===== config.mk =====
export PLATFORM = sky130hd
export DESIGN_NAME = sgc_top
export DESIGN_NICKNAME = d
export VERILOG_FILES = /design/src/sgc_pkg.sv /design/src/sgc_sync.sv /design/src/sgc_gate.sv /design/src/sgc_top.sv
export SDC_FILE = /design/constraint.sdc
export NUM_CORES = 1
export LEC_CHECK = 0
export BUFFER_PORTS_ARGS = -buffer_cell sky130_fd_sc_hd__buf_2
export CORE_MARGIN = 1
export CORE_UTILIZATION = 44
export DETAILED_ROUTE_END_ITERATION = 7
export GPL_TIMING_DRIVEN = 0
export PLACE_DENSITY = 0.7
export SYNTH_ARGS = -nofsm -noshare
export SYNTH_HDL_FRONTEND = slang
export SYNTH_SLANG_ARGS = --single-unit

===== constraint.sdc =====
create_clock -name clk_i -period 1.8 [get_ports clk_i]
set_input_delay 0.36 -clock clk_i [delete_from_list [all_inputs] [get_ports clk_i]]
set_output_delay 0.36 -clock clk_i [all_outputs]
set_load 0.005 [all_outputs]

===== src/sgc_pkg.sv =====
// package of constants for the stop-mode peripheral clock gating block
//
// Behaviour
// - while stop mode is active the port output latch keeps the value it had when stop mode began.
// - in stop mode timer/event counter a keeps counting only when its count clock is its own external pin.
// - in stop mode timer/event counter b keeps counting only when its count clock is its own external pin.
// - in stop mode aux timer zero runs only when clocked by the timer a output while timer a is operating.
// - in stop mode aux timer one runs only when clocked by the low-speed oscillator or a listed division of it.
// - in stop mode the watch timer runs only when its count clock is the subsystem clock.
// - in stop mode the watchdog keeps running unless the option lets software stop the low-speed oscillator.
// - in stop mode the clock output keeps driving only when the subsystem clock is its source.
// - entering stop mode halts the a/d converter control whatever its clock selection.
// - in stop mode async serial zero runs only when clocked by the timer a output while timer a is operating.
// - in stop mode clocked serial ten runs only when it takes an external serial clock as a slave.
// - in stop mode the lcd timing logic runs only when its count clock is the subsystem clock.
package sgc_pkg;

  // ----------------------------------------------------------------
  // register map (byte addresses)
  // ----------------------------------------------------------------
  localparam logic [3:0] SGC_ADDR_UNIT_EN = 4'h0;
  localparam logic [3:0] SGC_ADDR_CLK_SEL = 4'h4;
  localparam logic [3:0] SGC_ADDR_PORT = 4'h8;
  localparam logic [3:0] SGC_ADDR_STATUS = 4'hc;

  // ----------------------------------------------------------------
  // unit indices in enable and run vectors
  // ----------------------------------------------------------------
  localparam int SGC_NUM_UNITS = 11;
  localparam int SGC_U_TMR_A = 0;
  localparam int SGC_U_TMR_B = 1;
  localparam int SGC_U_AUX0 = 2;
  localparam int SGC_U_AUX1 = 3;
  localparam int SGC_U_WATCH = 4;
  localparam int SGC_U_WDT = 5;
  localparam int SGC_U_CLKOUT = 6;
  localparam int SGC_U_ADC = 7;
  localparam int SGC_U_SER0 = 8;
  localparam int SGC_U_CSER = 9;
  localparam int SGC_U_LCD = 10;

  // ----------------------------------------------------------------
  // clock select field positions and codes
  // ----------------------------------------------------------------
  localparam int SGC_SEL_TA_LSB = 0;         // 2 bits, timer a source
  localparam int SGC_SEL_TB_LSB = 2;         // 2 bits, timer b source
  localparam int SGC_SEL_AUX0_BIT = 4;       // 1 = timer a output
  localparam int SGC_SEL_AUX1_LSB = 5;       // 3 bits, aux timer one source
  localparam int SGC_SEL_WATCH_BIT = 8;      // 1 = subsystem clock
  localparam int SGC_SEL_CLKOUT_BIT = 9;     // 1 = subsystem clock
  localparam int SGC_SEL_SER0_BIT = 10;      // 1 = timer a output
  localparam int SGC_SEL_CSER_BIT = 11;      // 1 = external serial clock (slave)
  localparam int SGC_SEL_LCD_BIT = 12;       // 1 = subsystem clock
  localparam int SGC_SEL_WIDTH = 13;
  localparam logic [1:0] SGC_SRC_EXT_PIN = 2'h0;
  localparam logic [2:0] SGC_AUX1_LSO = 3'h5;      // low-speed osc undivided
  localparam logic [2:0] SGC_AUX1_LSO_D7 = 3'h6;   // low-speed osc / 2^7
  localparam logic [2:0] SGC_AUX1_LSO_D9 = 3'h7;   // low-speed osc / 2^9

  // ----------------------------------------------------------------
  // reset values and widths
  // ----------------------------------------------------------------
  localparam int SGC_PORT_WIDTH = 8;
  localparam logic [SGC_NUM_UNITS-1:0] SGC_UNIT_EN_RST = 11'h020;  // watchdog runs from reset
  localparam logic [SGC_SEL_WIDTH-1:0] SGC_CLK_SEL_RST = 13'h0001;
  localparam logic [SGC_PORT_WIDTH-1:0] SGC_PORT_RST = 8'h00;
  localparam int SGC_STAT_STOP_BIT = 16;
  localparam int SGC_STAT_OPT_BIT = 17;

  // ----------------------------------------------------------------
  // bus answers
  // ----------------------------------------------------------------
  localparam logic [1:0] SGC_RESP_OKAY = 2'h0;
  localparam logic [1:0] SGC_RESP_SLVERR = 2'h2;

endpackage


===== src/sgc_sync.sv =====
// two-flop synchroniser for a level from outside the clock domain
`timescale 1ns/100ps
module sgc_sync (
  input wire logic clk_i,
  input wire logic rst_n_i,
  input wire logic ce_i,
  input wire logic d_i,
  output logic q_o
);

  logic meta_q;

  // first stage feeds only the second stage
  always_ff @(posedge clk_i or negedge rst_n_i) begin
    if (!rst_n_i) begin
      meta_q <= 1'b0;
      q_o <= 1'b0;
    end else if (ce_i) begin
      meta_q <= d_i;
      q_o <= meta_q;
    end
  end

endmodule // sgc_sync


===== src/sgc_gate.sv =====
// one unit's registered run enable: enabled by software, gated in stop mode
`timescale 1ns/100ps
module sgc_gate (
  input wire logic clk_i,
  input wire logic rst_n_i,
  input wire logic ce_i,
  input wire logic enable_i,
  input wire logic stop_i,
  input wire logic keep_i,
  output logic run_o
);

  // a unit not allowed in stop only loses its clock; its state is untouched
  always_ff @(posedge clk_i or negedge rst_n_i) begin
    if (!rst_n_i) begin
      run_o <= 1'b0;
    end else if (ce_i) begin
      run_o <= enable_i & (~stop_i | keep_i);
    end
  end

endmodule // sgc_gate


===== src/sgc_top.sv =====
// stop-mode peripheral clock gating with its AXI4-Lite register slave
`timescale 1ns/100ps
module sgc_top (
  input wire logic clk_i,
  input wire logic rst_n_i,
  input wire logic ce_i,
  // stop request from the core, same clock
  input wire logic stop_i,
  // option byte: low-speed oscillator may be stopped by software (pin level)
  input wire logic lso_soft_stop_opt_i,
  // AXI4-Lite slave
  input wire logic [3:0] s_axi_awaddr,
  input wire logic s_axi_awvalid,
  output logic s_axi_awready,
  input wire logic [31:0] s_axi_wdata,
  input wire logic [3:0] s_axi_wstrb,
  input wire logic s_axi_wvalid,
  output logic s_axi_wready,
  output logic [1:0] s_axi_bresp,
  output logic s_axi_bvalid,
  input wire logic s_axi_bready,
  input wire logic [3:0] s_axi_araddr,
  input wire logic s_axi_arvalid,
  output logic s_axi_arready,
  output logic [31:0] s_axi_rdata,
  output logic [1:0] s_axi_rresp,
  output logic s_axi_rvalid,
  input wire logic s_axi_rready,
  // gated outputs
  output logic sys_clk_en_o,
  output logic [sgc_pkg::SGC_PORT_WIDTH-1:0] port_o,
  output logic [sgc_pkg::SGC_NUM_UNITS-1:0] unit_run_o
);
  import sgc_pkg::*;

  // ----------------------------------------------------------------
  // declarations
  // ----------------------------------------------------------------
  logic [SGC_NUM_UNITS-1:0] unit_en_q;
  logic [SGC_SEL_WIDTH-1:0] clk_sel_q;
  logic [SGC_PORT_WIDTH-1:0] port_q;
  logic [SGC_NUM_UNITS-1:0] keep;
  logic opt_sync;
  logic ta_keep;
  logic aw_got_q;
  logic w_got_q;
  logic [3:0] aw_addr_q;
  logic [31:0] w_data_q;
  logic [3:0] w_strb_q;
  logic wr_fire;
  logic wr_hit;
  logic [31:0] wr_mask;
  logic [31:0] rd_data;
  logic rd_hit;

  // ----------------------------------------------------------------
  // option pin crossing
  // ----------------------------------------------------------------
  sgc_sync u_opt_sync (
    .clk_i(clk_i),
    .rst_n_i(rst_n_i),
    .ce_i(ce_i),
    .d_i(lso_soft_stop_opt_i),
    .q_o(opt_sync)
  );

  // ----------------------------------------------------------------
  // stop-mode keep conditions per unit
  // ----------------------------------------------------------------
  // timer a's own keep term is reused by its dependants in the same cycle,
  // so they never lag behind the counter they are clocked from
  assign ta_keep = (clk_sel_q[SGC_SEL_TA_LSB +: 2] == SGC_SRC_EXT_PIN);

  always_comb begin
    keep = '0;
    keep[SGC_U_TMR_A] = ta_keep;
    keep[SGC_U_TMR_B] = (clk_sel_q[SGC_SEL_TB_LSB +: 2] == SGC_SRC_EXT_PIN);
    keep[SGC_U_AUX0] = clk_sel_q[SGC_SEL_AUX0_BIT] & unit_en_q[SGC_U_TMR_A] & ta_keep;
    keep[SGC_U_AUX1] = (clk_sel_q[SGC_SEL_AUX1_LSB +: 3] == SGC_AUX1_LSO)
                       | (clk_sel_q[SGC_SEL_AUX1_LSB +: 3] == SGC_AUX1_LSO_D7)
                       | (clk_sel_q[SGC_SEL_AUX1_LSB +: 3] == SGC_AUX1_LSO_D9);
    keep[SGC_U_WATCH] = clk_sel_q[SGC_SEL_WATCH_BIT];
    keep[SGC_U_WDT] = ~opt_sync;
    keep[SGC_U_CLKOUT] = clk_sel_q[SGC_SEL_CLKOUT_BIT];
    keep[SGC_U_ADC] = 1'b0;
    keep[SGC_U_SER0] = clk_sel_q[SGC_SEL_SER0_BIT] & unit_en_q[SGC_U_TMR_A] & ta_keep;
    keep[SGC_U_CSER] = clk_sel_q[SGC_SEL_CSER_BIT];
    keep[SGC_U_LCD] = clk_sel_q[SGC_SEL_LCD_BIT];
  end

  // ----------------------------------------------------------------
  // per-unit run enables
  // ----------------------------------------------------------------
  // the status word packs run bits below the stop flag; wider vectors would collide
  if (SGC_NUM_UNITS > SGC_STAT_STOP_BIT || SGC_SEL_WIDTH > 32) begin : g_bad_width
    $error("unit or select vector too wide for its register");
  end

  genvar gi;
  generate
    for (gi = 0; gi < SGC_NUM_UNITS; gi = gi + 1) begin : g_gate
      sgc_gate u_gate (
        .clk_i(clk_i),
        .rst_n_i(rst_n_i),
        .ce_i(ce_i),
        .enable_i(unit_en_q[gi]),
        .stop_i(stop_i),
        .keep_i(keep[gi]),
        .run_o(unit_run_o[gi])
      );
    end
  endgenerate

  // system clock enable returns on the edge after stop drops; nothing is reset
  always_ff @(posedge clk_i or negedge rst_n_i) begin
    if (!rst_n_i) begin
      sys_clk_en_o <= 1'b1;
    end else if (ce_i) begin
      sys_clk_en_o <= ~stop_i;
    end
  end

  // ----------------------------------------------------------------
  // AXI4-Lite write channel
  // ----------------------------------------------------------------
  // address and data are taken in either order; the write happens once both
  // are held, and no new beat is taken until the response is accepted
  assign s_axi_awready = ~aw_got_q & ~s_axi_bvalid;
  assign s_axi_wready = ~w_got_q & ~s_axi_bvalid;
  assign wr_fire = aw_got_q & w_got_q & ~s_axi_bvalid;

  always_ff @(posedge clk_i or negedge rst_n_i) begin
    if (!rst_n_i) begin
      aw_got_q <= 1'b0;
      aw_addr_q <= 4'h0;
    end else if (ce_i) begin
      if (s_axi_awvalid && s_axi_awready) begin
        aw_got_q <= 1'b1;
        aw_addr_q <= s_axi_awaddr;
      end else if (wr_fire) begin
        aw_got_q <= 1'b0;
      end
    end
  end

  always_ff @(posedge clk_i or negedge rst_n_i) begin
    if (!rst_n_i) begin
      w_got_q <= 1'b0;
      w_data_q <= 32'h0000_0000;
      w_strb_q <= 4'h0;
    end else if (ce_i) begin
      if (s_axi_wvalid && s_axi_wready) begin
        w_got_q <= 1'b1;
        w_data_q <= s_axi_wdata;
        w_strb_q <= s_axi_wstrb;
      end else if (wr_fire) begin
        w_got_q <= 1'b0;
      end
    end
  end

  // byte strobes widen into a bit mask
  always_comb begin
    wr_mask = '0;
    for (int b = 0; b < 4; b++) begin
      wr_mask[8*b +: 8] = {8{w_strb_q[b]}};
    end
  end

  assign wr_hit = (aw_addr_q == SGC_ADDR_UNIT_EN) | (aw_addr_q == SGC_ADDR_CLK_SEL)
                  | (aw_addr_q == SGC_ADDR_PORT);

  always_ff @(posedge clk_i or negedge rst_n_i) begin
    if (!rst_n_i) begin
      s_axi_bvalid <= 1'b0;
      s_axi_bresp <= SGC_RESP_OKAY;
    end else if (ce_i) begin
      if (wr_fire) begin
        s_axi_bvalid <= 1'b1;
        s_axi_bresp <= wr_hit ? SGC_RESP_OKAY : SGC_RESP_SLVERR;
      end else if (s_axi_bready) begin
        s_axi_bvalid <= 1'b0;
      end
    end
  end

  // ----------------------------------------------------------------
  // configuration registers
  // ----------------------------------------------------------------
  // unit enables and clock selects are plain state; stop never touches them
  always_ff @(posedge clk_i or negedge rst_n_i) begin
    if (!rst_n_i) begin
      unit_en_q <= SGC_UNIT_EN_RST;
    end else if (ce_i && wr_fire && aw_addr_q == SGC_ADDR_UNIT_EN) begin
      unit_en_q <= (unit_en_q & ~wr_mask[SGC_NUM_UNITS-1:0])
                   | (w_data_q[SGC_NUM_UNITS-1:0] & wr_mask[SGC_NUM_UNITS-1:0]);
    end
  end

  always_ff @(posedge clk_i or negedge rst_n_i) begin
    if (!rst_n_i) begin
      clk_sel_q <= SGC_CLK_SEL_RST;
    end else if (ce_i && wr_fire && aw_addr_q == SGC_ADDR_CLK_SEL) begin
      clk_sel_q <= (clk_sel_q & ~wr_mask[SGC_SEL_WIDTH-1:0])
                   | (w_data_q[SGC_SEL_WIDTH-1:0] & wr_mask[SGC_SEL_WIDTH-1:0]);
    end
  end

  // the port latch ignores writes during stop; the core is halted anyway,
  // this guards against a stray bus master disturbing the pins
  always_ff @(posedge clk_i or negedge rst_n_i) begin
    if (!rst_n_i) begin
      port_q <= SGC_PORT_RST;
    end else if (ce_i && wr_fire && aw_addr_q == SGC_ADDR_PORT && !stop_i) begin
      port_q <= (port_q & ~wr_mask[SGC_PORT_WIDTH-1:0])
                | (w_data_q[SGC_PORT_WIDTH-1:0] & wr_mask[SGC_PORT_WIDTH-1:0]);
    end
  end

  assign port_o = port_q;

  // ----------------------------------------------------------------
  // AXI4-Lite read channel
  // ----------------------------------------------------------------
  always_comb begin
    rd_data = 32'h0000_0000;
    rd_hit = 1'b1;
    case (s_axi_araddr)
      SGC_ADDR_UNIT_EN: rd_data[SGC_NUM_UNITS-1:0] = unit_en_q;
      SGC_ADDR_CLK_SEL: rd_data[SGC_SEL_WIDTH-1:0] = clk_sel_q;
      SGC_ADDR_PORT: rd_data[SGC_PORT_WIDTH-1:0] = port_q;
      SGC_ADDR_STATUS: begin
        rd_data[SGC_NUM_UNITS-1:0] = unit_run_o;
        rd_data[SGC_STAT_STOP_BIT] = ~sys_clk_en_o;
        rd_data[SGC_STAT_OPT_BIT] = opt_sync;
      end
      default: rd_hit = 1'b0;
    endcase
  end

  assign s_axi_arready = ~s_axi_rvalid;

  always_ff @(posedge clk_i or negedge rst_n_i) begin
    if (!rst_n_i) begin
      s_axi_rvalid <= 1'b0;
      s_axi_rdata <= 32'h0000_0000;
      s_axi_rresp <= SGC_RESP_OKAY;
    end else if (ce_i) begin
      if (s_axi_arvalid && s_axi_arready) begin
        s_axi_rvalid <= 1'b1;
        s_axi_rdata <= rd_data;
        s_axi_rresp <= rd_hit ? SGC_RESP_OKAY : SGC_RESP_SLVERR;
      end else if (s_axi_rready) begin
        s_axi_rvalid <= 1'b0;
      end
    end
  end
endmodule // sgc_top


[Yosys cells after proc, flatten, opt, wreduce, memory -nomap -nowiden]
Cells that the tools add are included.
Word-level totals
  bits in registers: 88
  input bits: 54
  output and inout port bits: 61
  logic and storage cells: 127
Cells by class
  equality and inequality tests: 8
  mux-type cells: 14
  bitwise operators: 52
  reductions and logical operators: 26
Operators with widths (count)
  $pmux 8 s4: 1
  $and 13x13->13: 2
  $and 11x11->11: 2
  $and 1x1->1: 19
  $and 8x8->8: 2
  $reduce_and 2->1: 8
  $or 1x1->1: 14
  $not 13->13: 1
  $or 13x13->13: 1
  $eq 4x4->1 const B: 3
  $not 11->11: 1
  $or 11x11->11: 1
  $eq 3x3->1 const B: 3
  $pmux 3 s3: 1
  $eq 4x3->1 const B: 2
  $logic_and 1x1->1: 8
  $logic_not 4->1: 2
  $mux 1: 8
  $mux 2: 4
  $not 8->8: 1
  $or 8x8->8: 1
  $reduce_bool 2->1: 4
  $not 1->1: 7
  $logic_not 2->1: 2
  2 further kinds: 2

[Longest topological paths before layout]
Gate-level depths: netlist of run 1.
  depth after elaboration: 5
  mapped depth: 5

[Modules after synthesis]
Synthesis of run 1 repeated with hierarchy kept, for this count alone.
Second synthesis, totals
  cells, all modules: 283
  area, all modules: 3998.8 um^2
By module, submodules not included
  sgc_top: instances 1, cells each 224, area an instance 3279.4 um^2, sequential area each 1830.5 um^2
  sgc_gate: instances 11, cells each 5, area an instance 58.8 um^2, sequential area each 25.0 um^2
  sgc_sync: instances 1, cells each 4, area an instance 72.6 um^2, sequential area each 50.0 um^2

[Least setup slack after synthesis of run 1]
OpenSTA, ideal clock, no wires.
  path type: register to register
  from: register s_axi_bvalid
  to: register (tool-made name)
  setup time: 0.125 ns
  arrival time: 1.442 ns
  data required time: 1.675 ns
  slack: 0.232 ns
  cell stages (with the launch flop): 6
  cells stage by stage: dfrtp_1 and4b_1 buf_6 and4_4 buf_6 mux2_4
RTL lines
  start: declaration: RTL line sgc_top.sv:20  | output logic s_axi_bvalid,
  start signal: assignment: RTL line sgc_top.sv:175  | s_axi_bvalid <= 1'b0;
  start signal: assignment: RTL line sgc_top.sv:179  | s_axi_bvalid <= 1'b1;
  start signal: assignment: RTL line sgc_top.sv:182  | s_axi_bvalid <= 1'b0;

==> impl_results.md, run 1 <==
* DPL Wire Length at 5848 microns
* Routed WL at 7933 microns
* GP Congestion at 0.7982
* Layout Nets at 446
* Routed wire per std cell at 15.80 microns
* Met3 usage at 0.03160
* Area delta synth->final at 21.83%
* Final Hold Viols at 0
* DRT Pass-1 Iters at 4
* Core Box Area at 8382 sq um
* Setup ws final at 0.1277 ns
* Post-synth EDFFs at 0
* Starting DRT DRC Count at 97
* Max cap viols at 0
* Final setup vio count at 0
* Post-DRT Antenna Nets at 0
* Clock Tree Buf Depth at 2
* CP startpoint kind: flop
* Vias in the first global route at 2,317
* Top Ports at 115
* Syn Inst Count at 287
* Leak at 2.413 nW
* Pwr dens at 1263 nW/um^2
* Final clock skew at 0.01219 ns
* Ys Warns at 0
* Met1 usage at 0.2715
* Clk_lat worst skew at 0.35 ns
* R2R depth at 4
* TritonCTS buffer count at 9
* Critical path endpoint category: flop
* Max-slew headroom at 0.6437
* Grt ovf at 0
* CP required at 2.03 ns
* Top_reg_cell synth: dfrtp_1
* GRT Total Usage at 0.1877
* Width of the die at 96.12 microns
* Max-slew violations at 0
* Die Ht at 96.12 microns
* Worst vdd ir at 0.6474 mV
* Clock-pin slew on the worst setup and hold paths at 0.09 ns
* Largest net degree at the start of global routing at 62
* Most used routing layer: met2
* CP arrival at 1.90 ns
* Status: completed
* Crit Path Max Fanout at 8
* Worst slew pin tran at 0.5345 ns
* Commonest non-fill, non-tap cells in the layout: dfrtp_1 (83), buf_2 (76), mux2_2 (46)
* Seq/Total Area, Yosys at 0.5531
* Die area at 9238 sq um
* Met2 Resource Use GR at 0.2760
* H-tree levels at 3
* Via/cell ratio at 5.070
* Avg Inst Size Synth at 13.58 sq um
* Period utilization at 0.9290
* CTS sink count at 86
* Layout cells sized above 1 at 0.5013
* Synth async-reset ratio at 1.000
* CTS tree: done
* HP Class: in -> reg
* Initial core utilization at 0.4650
* Most common cell after layout, fill and taps aside: dfrtp_1
* Flops & latches, synth at 86
* RSZ-0062 raised after global routing: false
* Clk root buf: clkbuf_8
* Antenna violations before repair at 0
* Fin crit period at 1.672 ns
* Post-placement setup slack at 0.09212 ns
* FP Rows at 33
* Launch point of the worst path: aw_addr_q[1]$_DFFE_PN0P_
* DR vias at 2,545
* Maximum clock rate at 598.0 MHz
* First-pass GRT wire length at 12,370 microns
* Port buffer count at 73
* Yosys cell types at 40
* Number of remaining DRC errors at 0
* Setup CP Type: reg -> reg
* Synth Cell Area at 3897 sq um
* RR Startpoint: aw_addr_q[1]$_DFFE_PN0P_
* FF-to-FF setup slack at 0.13 ns
* Fin Hold WS at 0.2320 ns
* Number of diodes at 0
==> how the worst min path moves through the flow <==
| stage | slack, ns | cells after the start | to | from |
|---|---|---|---|---|
| final | 0.23 | 2 | w_data_q[5]$_DFFE_PN0P_ | s_axi_wdata[5] |
| after global routing | 0.23 | 2 | w_data_q[10]$_DFFE_PN0P_ | s_axi_wdata[10] |
| after CTS | 0.22 | 2 | w_data_q[4]$_DFFE_PN0P_ | s_axi_wdata[4] |
| after floorplan | 0.06 | 0 | async pin | rst_n_i |
| after global placement | 0.49 | 1 | s_axi_rdata[1]$_DFFE_PN0P_ | s_axi_rdata[1]$_DFFE_PN0P_ |
| after detailed placement | 0.29 | 1 | s_axi_rdata[1]$_DFFE_PN0P_ | rst_n_i |
==> kinds of logic (layout without fill, tap and decap cells) <==
family,count (synthesis),in the layout,share of synthesized area
DFF,86,86,0.5531
muxes,65,65,0.2177
buffers and inverters,55,147,0.08989
AOI/OAI and AO/OA,43,43,0.07769
and+or+nand+nor,37,37,0.06067
other,1,19,0.0009622
==> stage by stage <==
| stage | total power (W) | cells | setup TNS (ns) | cell area [sq um] | utilization |
|---|---|---|---|---|---|
| 2_1_floorplan | 0.003912 | 305 | 0 | 3965 | - |
| 3_3_place_gp | 0.004391 | 483 | -24.65 | 4462 | 0.5323 |
| 3_5_place_dp | 0.004485 | 484 | 0 | 4492 | 0.5359 |
| 4_1_cts | 0.006052 | 501 | 0 | 4735 | 0.5649 |
| 5_1_grt | 0.006353 | 502 | 0 | 4748 | 0.5665 |
| 6_report | 0.005997 | 502 | 0 | 4748 | 0.5665 |
==> per-layer routing <==
metal	routed length, microns	up-vias
met5	0	-
met4	155	0
met3	417	13
met2	3712	82
li1	-	1201
met1	3649	1249
==> cell type report <==
cell class / count / area (sq um)
plain buffers: 42 / 301.5
clock buffers: 12 / 135.1
clock inverters: 4 / 97.59
fillers: 727 / 3633
inverters: 13 / 48.80
multi-input cells: 164 / 1465
flip-flops and latches: 86 / 2156
well taps: 105 / 131.4
repair buffers: 76 / 412.9
==> critical path, cell delays in order (launching register included) <==
cell     delay [ns]
dfrtp_1        0.40
nor3_1         0.39
and4_4         0.28
buf_6          0.16
mux2_4         0.31
==> report_power, final <==
part / internal, W / switching [W] / total [W] / leakage, nW
Combinational: 0.000885 / 0.000493 / 0.00138 / 1.18
Sequential: 0.00252 / 0.000533 / 0.00306 / 1.12
Clock: 0.000924 / 0.000639 / 0.00156 / 0.111
Total: 0.00433 / 0.00166 / 0.00600 / 2.41
==> cell usage after synthesis (3+ instances only) <==
master / n / area share
buf_4: 31 / 0.060
dfrtp_1: 83 / 0.53
clkbuf_1: 3 / 0.0029
mux2i_1: 3 / 0.0077
o21ai_0: 10 / 0.013
o211ai_1: 4 / 0.0077
o22ai_1: 6 / 0.0096
mux2_4: 8 / 0.031
buf_2: 4 / 0.0051
dfstp_2: 3 / 0.020
a22o_1: 13 / 0.029
mux2_2: 46 / 0.13
buf_6: 3 / 0.0087
a21oi_1: 4 / 0.0051
inv_1: 13 / 0.013
nand3_1: 3 / 0.0039
nand2_1: 11 / 0.011
nor2_1: 6 / 0.0058
mux4_2: 8 / 0.046
==> timing repair <==
action	in CTS	in global routing
hold buffers	1	0
buffers inserted	0	1
endpoints found under the setup margin	0	9
gates resized for setup	0	1
endpoints found under the hold margin	24	0
Power figures use the tool's default switching activity.
==> run 2, diff against run 1 <==
Clock period 1.8 ns to 1.76 ns, I/O delays scaled along.
==> run 2 against run 1 <==
Against the previous run: global-route usage did not move; via count rose by 0.35%; highest routed layer unchanged; count of clock-buffer cells in the layout did not move; hold slack got worse by 0.0069 ns; non-clock buffer count did not move.
==> impl_results.md, run 2 (synthesis results as in run 1) <==
* Status: completed
* Worst slew pin tran at 0.5270 ns (-0.007459 ns)
* FP Rows at 33 (unchanged)
* Clk root buf: clkbuf_8
* Starting DRT DRC Count at 95 (-2.1%)
* Most common cell after layout, fill and taps aside: dfrtp_1
* Hold Startpoint: s_axi_wdata[5]
* Final clock skew at 0.01215 ns (-0.00003410 ns)
* RSZ-0062 raised after global routing: false
* Initial core utilization at 0.4650 (unchanged)
* Cell family with most CP delay: simple AND/OR/NAND/NOR gates
* Post-DP Area at 4492 sq um (unchanged)
* Slowest cell on crit path: dfrtp_1
* Clock Tree Buf Depth at 2 (unchanged)
* Die Ht at 96.12 microns (unchanged)
* Clk_lat worst skew at 0.35 ns (about the same)
* CP startpoint kind: flop
* CP peak stage delay at 0.45 ns (+0.05 ns)
* Pwr dens at 1293 nW/um^2 (+2.3%)
* HP Class: in -> reg
* Leak at 2.414 nW (about the same)
* Critical path endpoint category: flop
* Port buffer count at 73 (unchanged)
* CP arrival at 1.89 ns (about the same)
* Clock-pin slew on the worst setup and hold paths at 0.08 ns (about the same)
* Setup CP Type: reg -> reg
* Grt ovf at 0 (unchanged)
* Period utilization at 0.9421 (+0.01303)
* Layout Nets at 446 (unchanged)
* Vias in the first global route at 2,317 (unchanged)
* Largest net degree at the start of global routing at 62 (unchanged)
* Width of the die at 96.12 microns (unchanged)
* Worst path most repeated cell: buf_6
* Final Hold Viols at 0 (unchanged)
* CP cell instances: and4b_1, buf_6, and4_4, buf_6, mux2_4
* Final setup vio count at 0 (unchanged)
* Via/cell ratio at 5.088 (+0.35%)
* FF-to-FF setup slack at 0.10 ns (-0.03 ns)
* CTS tree: done
* CP required at 1.99 ns (-0.04 ns)
* Post-DRT Antenna Nets at 0 (unchanged)
* Fin crit period at 1.658 ns (-0.01422 ns)
* Fin util at 0.5671 (+0.0005980)
* RR Startpoint: s_axi_bvalid$_DFFE_PN0P_
* GP Congestion at 0.7982 (unchanged)
* Cell area after layout at 4753 sq um (+0.11%)
* Routed WL at 7932 microns (about the same)
* Number of diodes at 0 (unchanged)
* GRT Total Usage at 0.1877 (unchanged)
* Maximum clock rate at 603.1 MHz (+0.86%)
* WHS Path Cells at 2 (unchanged)
* Area delta synth->final at 21.96%
* CTS sink count at 86 (unchanged)
* Die area at 9238 sq um (unchanged)
* DRT Pass-1 Iters at 4 (unchanged)
* Setup_tns at 0 ns (unchanged)
* Layout cells sized above 1 at 0.5038 (+0.002519)
* Top Ports at 115 (unchanged)
* Placed insts at 484 (unchanged)
* TritonCTS buffer count at 9 (unchanged)
* Final std cells w/o fill at 502 (unchanged)
* PnR Total Power at 0.006144 W (+2.4%)
* Commonest non-fill, non-tap cells in the layout: dfrtp_1 (83), buf_2 (76), mux2_2 (46)
* Crit Path Max Fanout at 8 (unchanged)
* Worst vdd ir at 0.6446 mV (-0.44%)
* Core Box Area at 8382 sq um (unchanged)
* Hold path endpoint: w_data_q[5]$_DFFE_PN0P_
* R2R depth at 5 (+1)
* Max-slew violations at 0 (unchanged)
* Max-slew headroom at 0.6487 (+0.004973)
* DR vias at 2,554 (+0.35%)
* Number of remaining DRC errors at 0 (unchanged)
* H-tree levels at 3 (unchanged)
* DPL Wire Length at 5848 microns (unchanged)
* Routed wire per std cell at 15.80 microns (about the same)
* Antenna violations before repair at 0 (unchanged)
* Worst path bufs/invs at 2 (+1)
* Max cap viols at 0 (unchanged)
* First-pass GRT wire length at 12,370 microns (unchanged)
run 2: cell type report:
type                       instances  area (sq um)
clock buffer                      12         135.1
buffer                            42         301.5
fill                             727          3628
multi-input combinational        164          1470
clock inverter                     4         97.59
inverter                          13         48.80
tap                              105         131.4
timing repair buffer              76         412.9
sequential                        86          2156
run 2: timing repair:
action | CTS | global route
hold buffers | 1 | 0
setup buffers | 0 | 1
hold endpoints to repair | 24 | 0
endpoints found under the setup margin | 0 | 29
resized for setup | 0 | 2
run 2: metal layers:
metal	global-route usage	vias up	part of all wire
met3	0.03160	13	0.059
li1	-	1201	-
met2	0.2760	86	0.47
met5	0	-	0
met1	0.2715	1254	0.45
met4	0.08706	0	0.021
run 2: worst register-to-register path, delay by kind of cell, from the launching register on:
| kind | cells | cell delay, ns |
|---|---|---|
| buffers and inverters | 2 | 0.28 |
| muxes | 1 | 0.31 |
| DFF | 1 | 0.45 |
| and+or+nand+nor | 2 | 0.50 |
run 2: power by group:
group          total, W  internal (W)  switching, W
clock network   0.00160      0.000945      0.000652
logic           0.00141      0.000908      0.000506
registers       0.00313       0.00258      0.000552
run 2: worst max-delay path by stage:
| stage | start | end | depth (start not counted) |
|---|---|---|---|
| CTS | aw_addr_q[1]$_DFFE_PN0P_ | flop | 4 |
| floorplan | s_axi_bvalid$_DFFE_PN0P_ | flop | 5 |
| global route | s_axi_bvalid$_DFFE_PN0P_ | w_data_q[7]$_DFFE_PN0P_ | 4 |
| global placement | rst_n_i | s_axi_bvalid$_DFFE_PN0P_ | 1 |
| detailed placement | s_axi_araddr[3] | s_axi_rdata[7]$_DFFE_PN0P_ | 4 |
| finish | s_axi_bvalid$_DFFE_PN0P_ | flop | 5 |
run 2: per-stage QoR:
| step | hold slack, ns | setup slack, ns |
|---|---|---|
| floorplan | 0.05641 | 0.1924 |
| global placement | 0.4876 | -0.3343 |
| detailed placement | 0.2818 | 0.06012 |
| CTS | 0.2147 | 0.08306 |
| global route | 0.2227 | 0.02200 |
| finish | 0.2251 | 0.1020 |
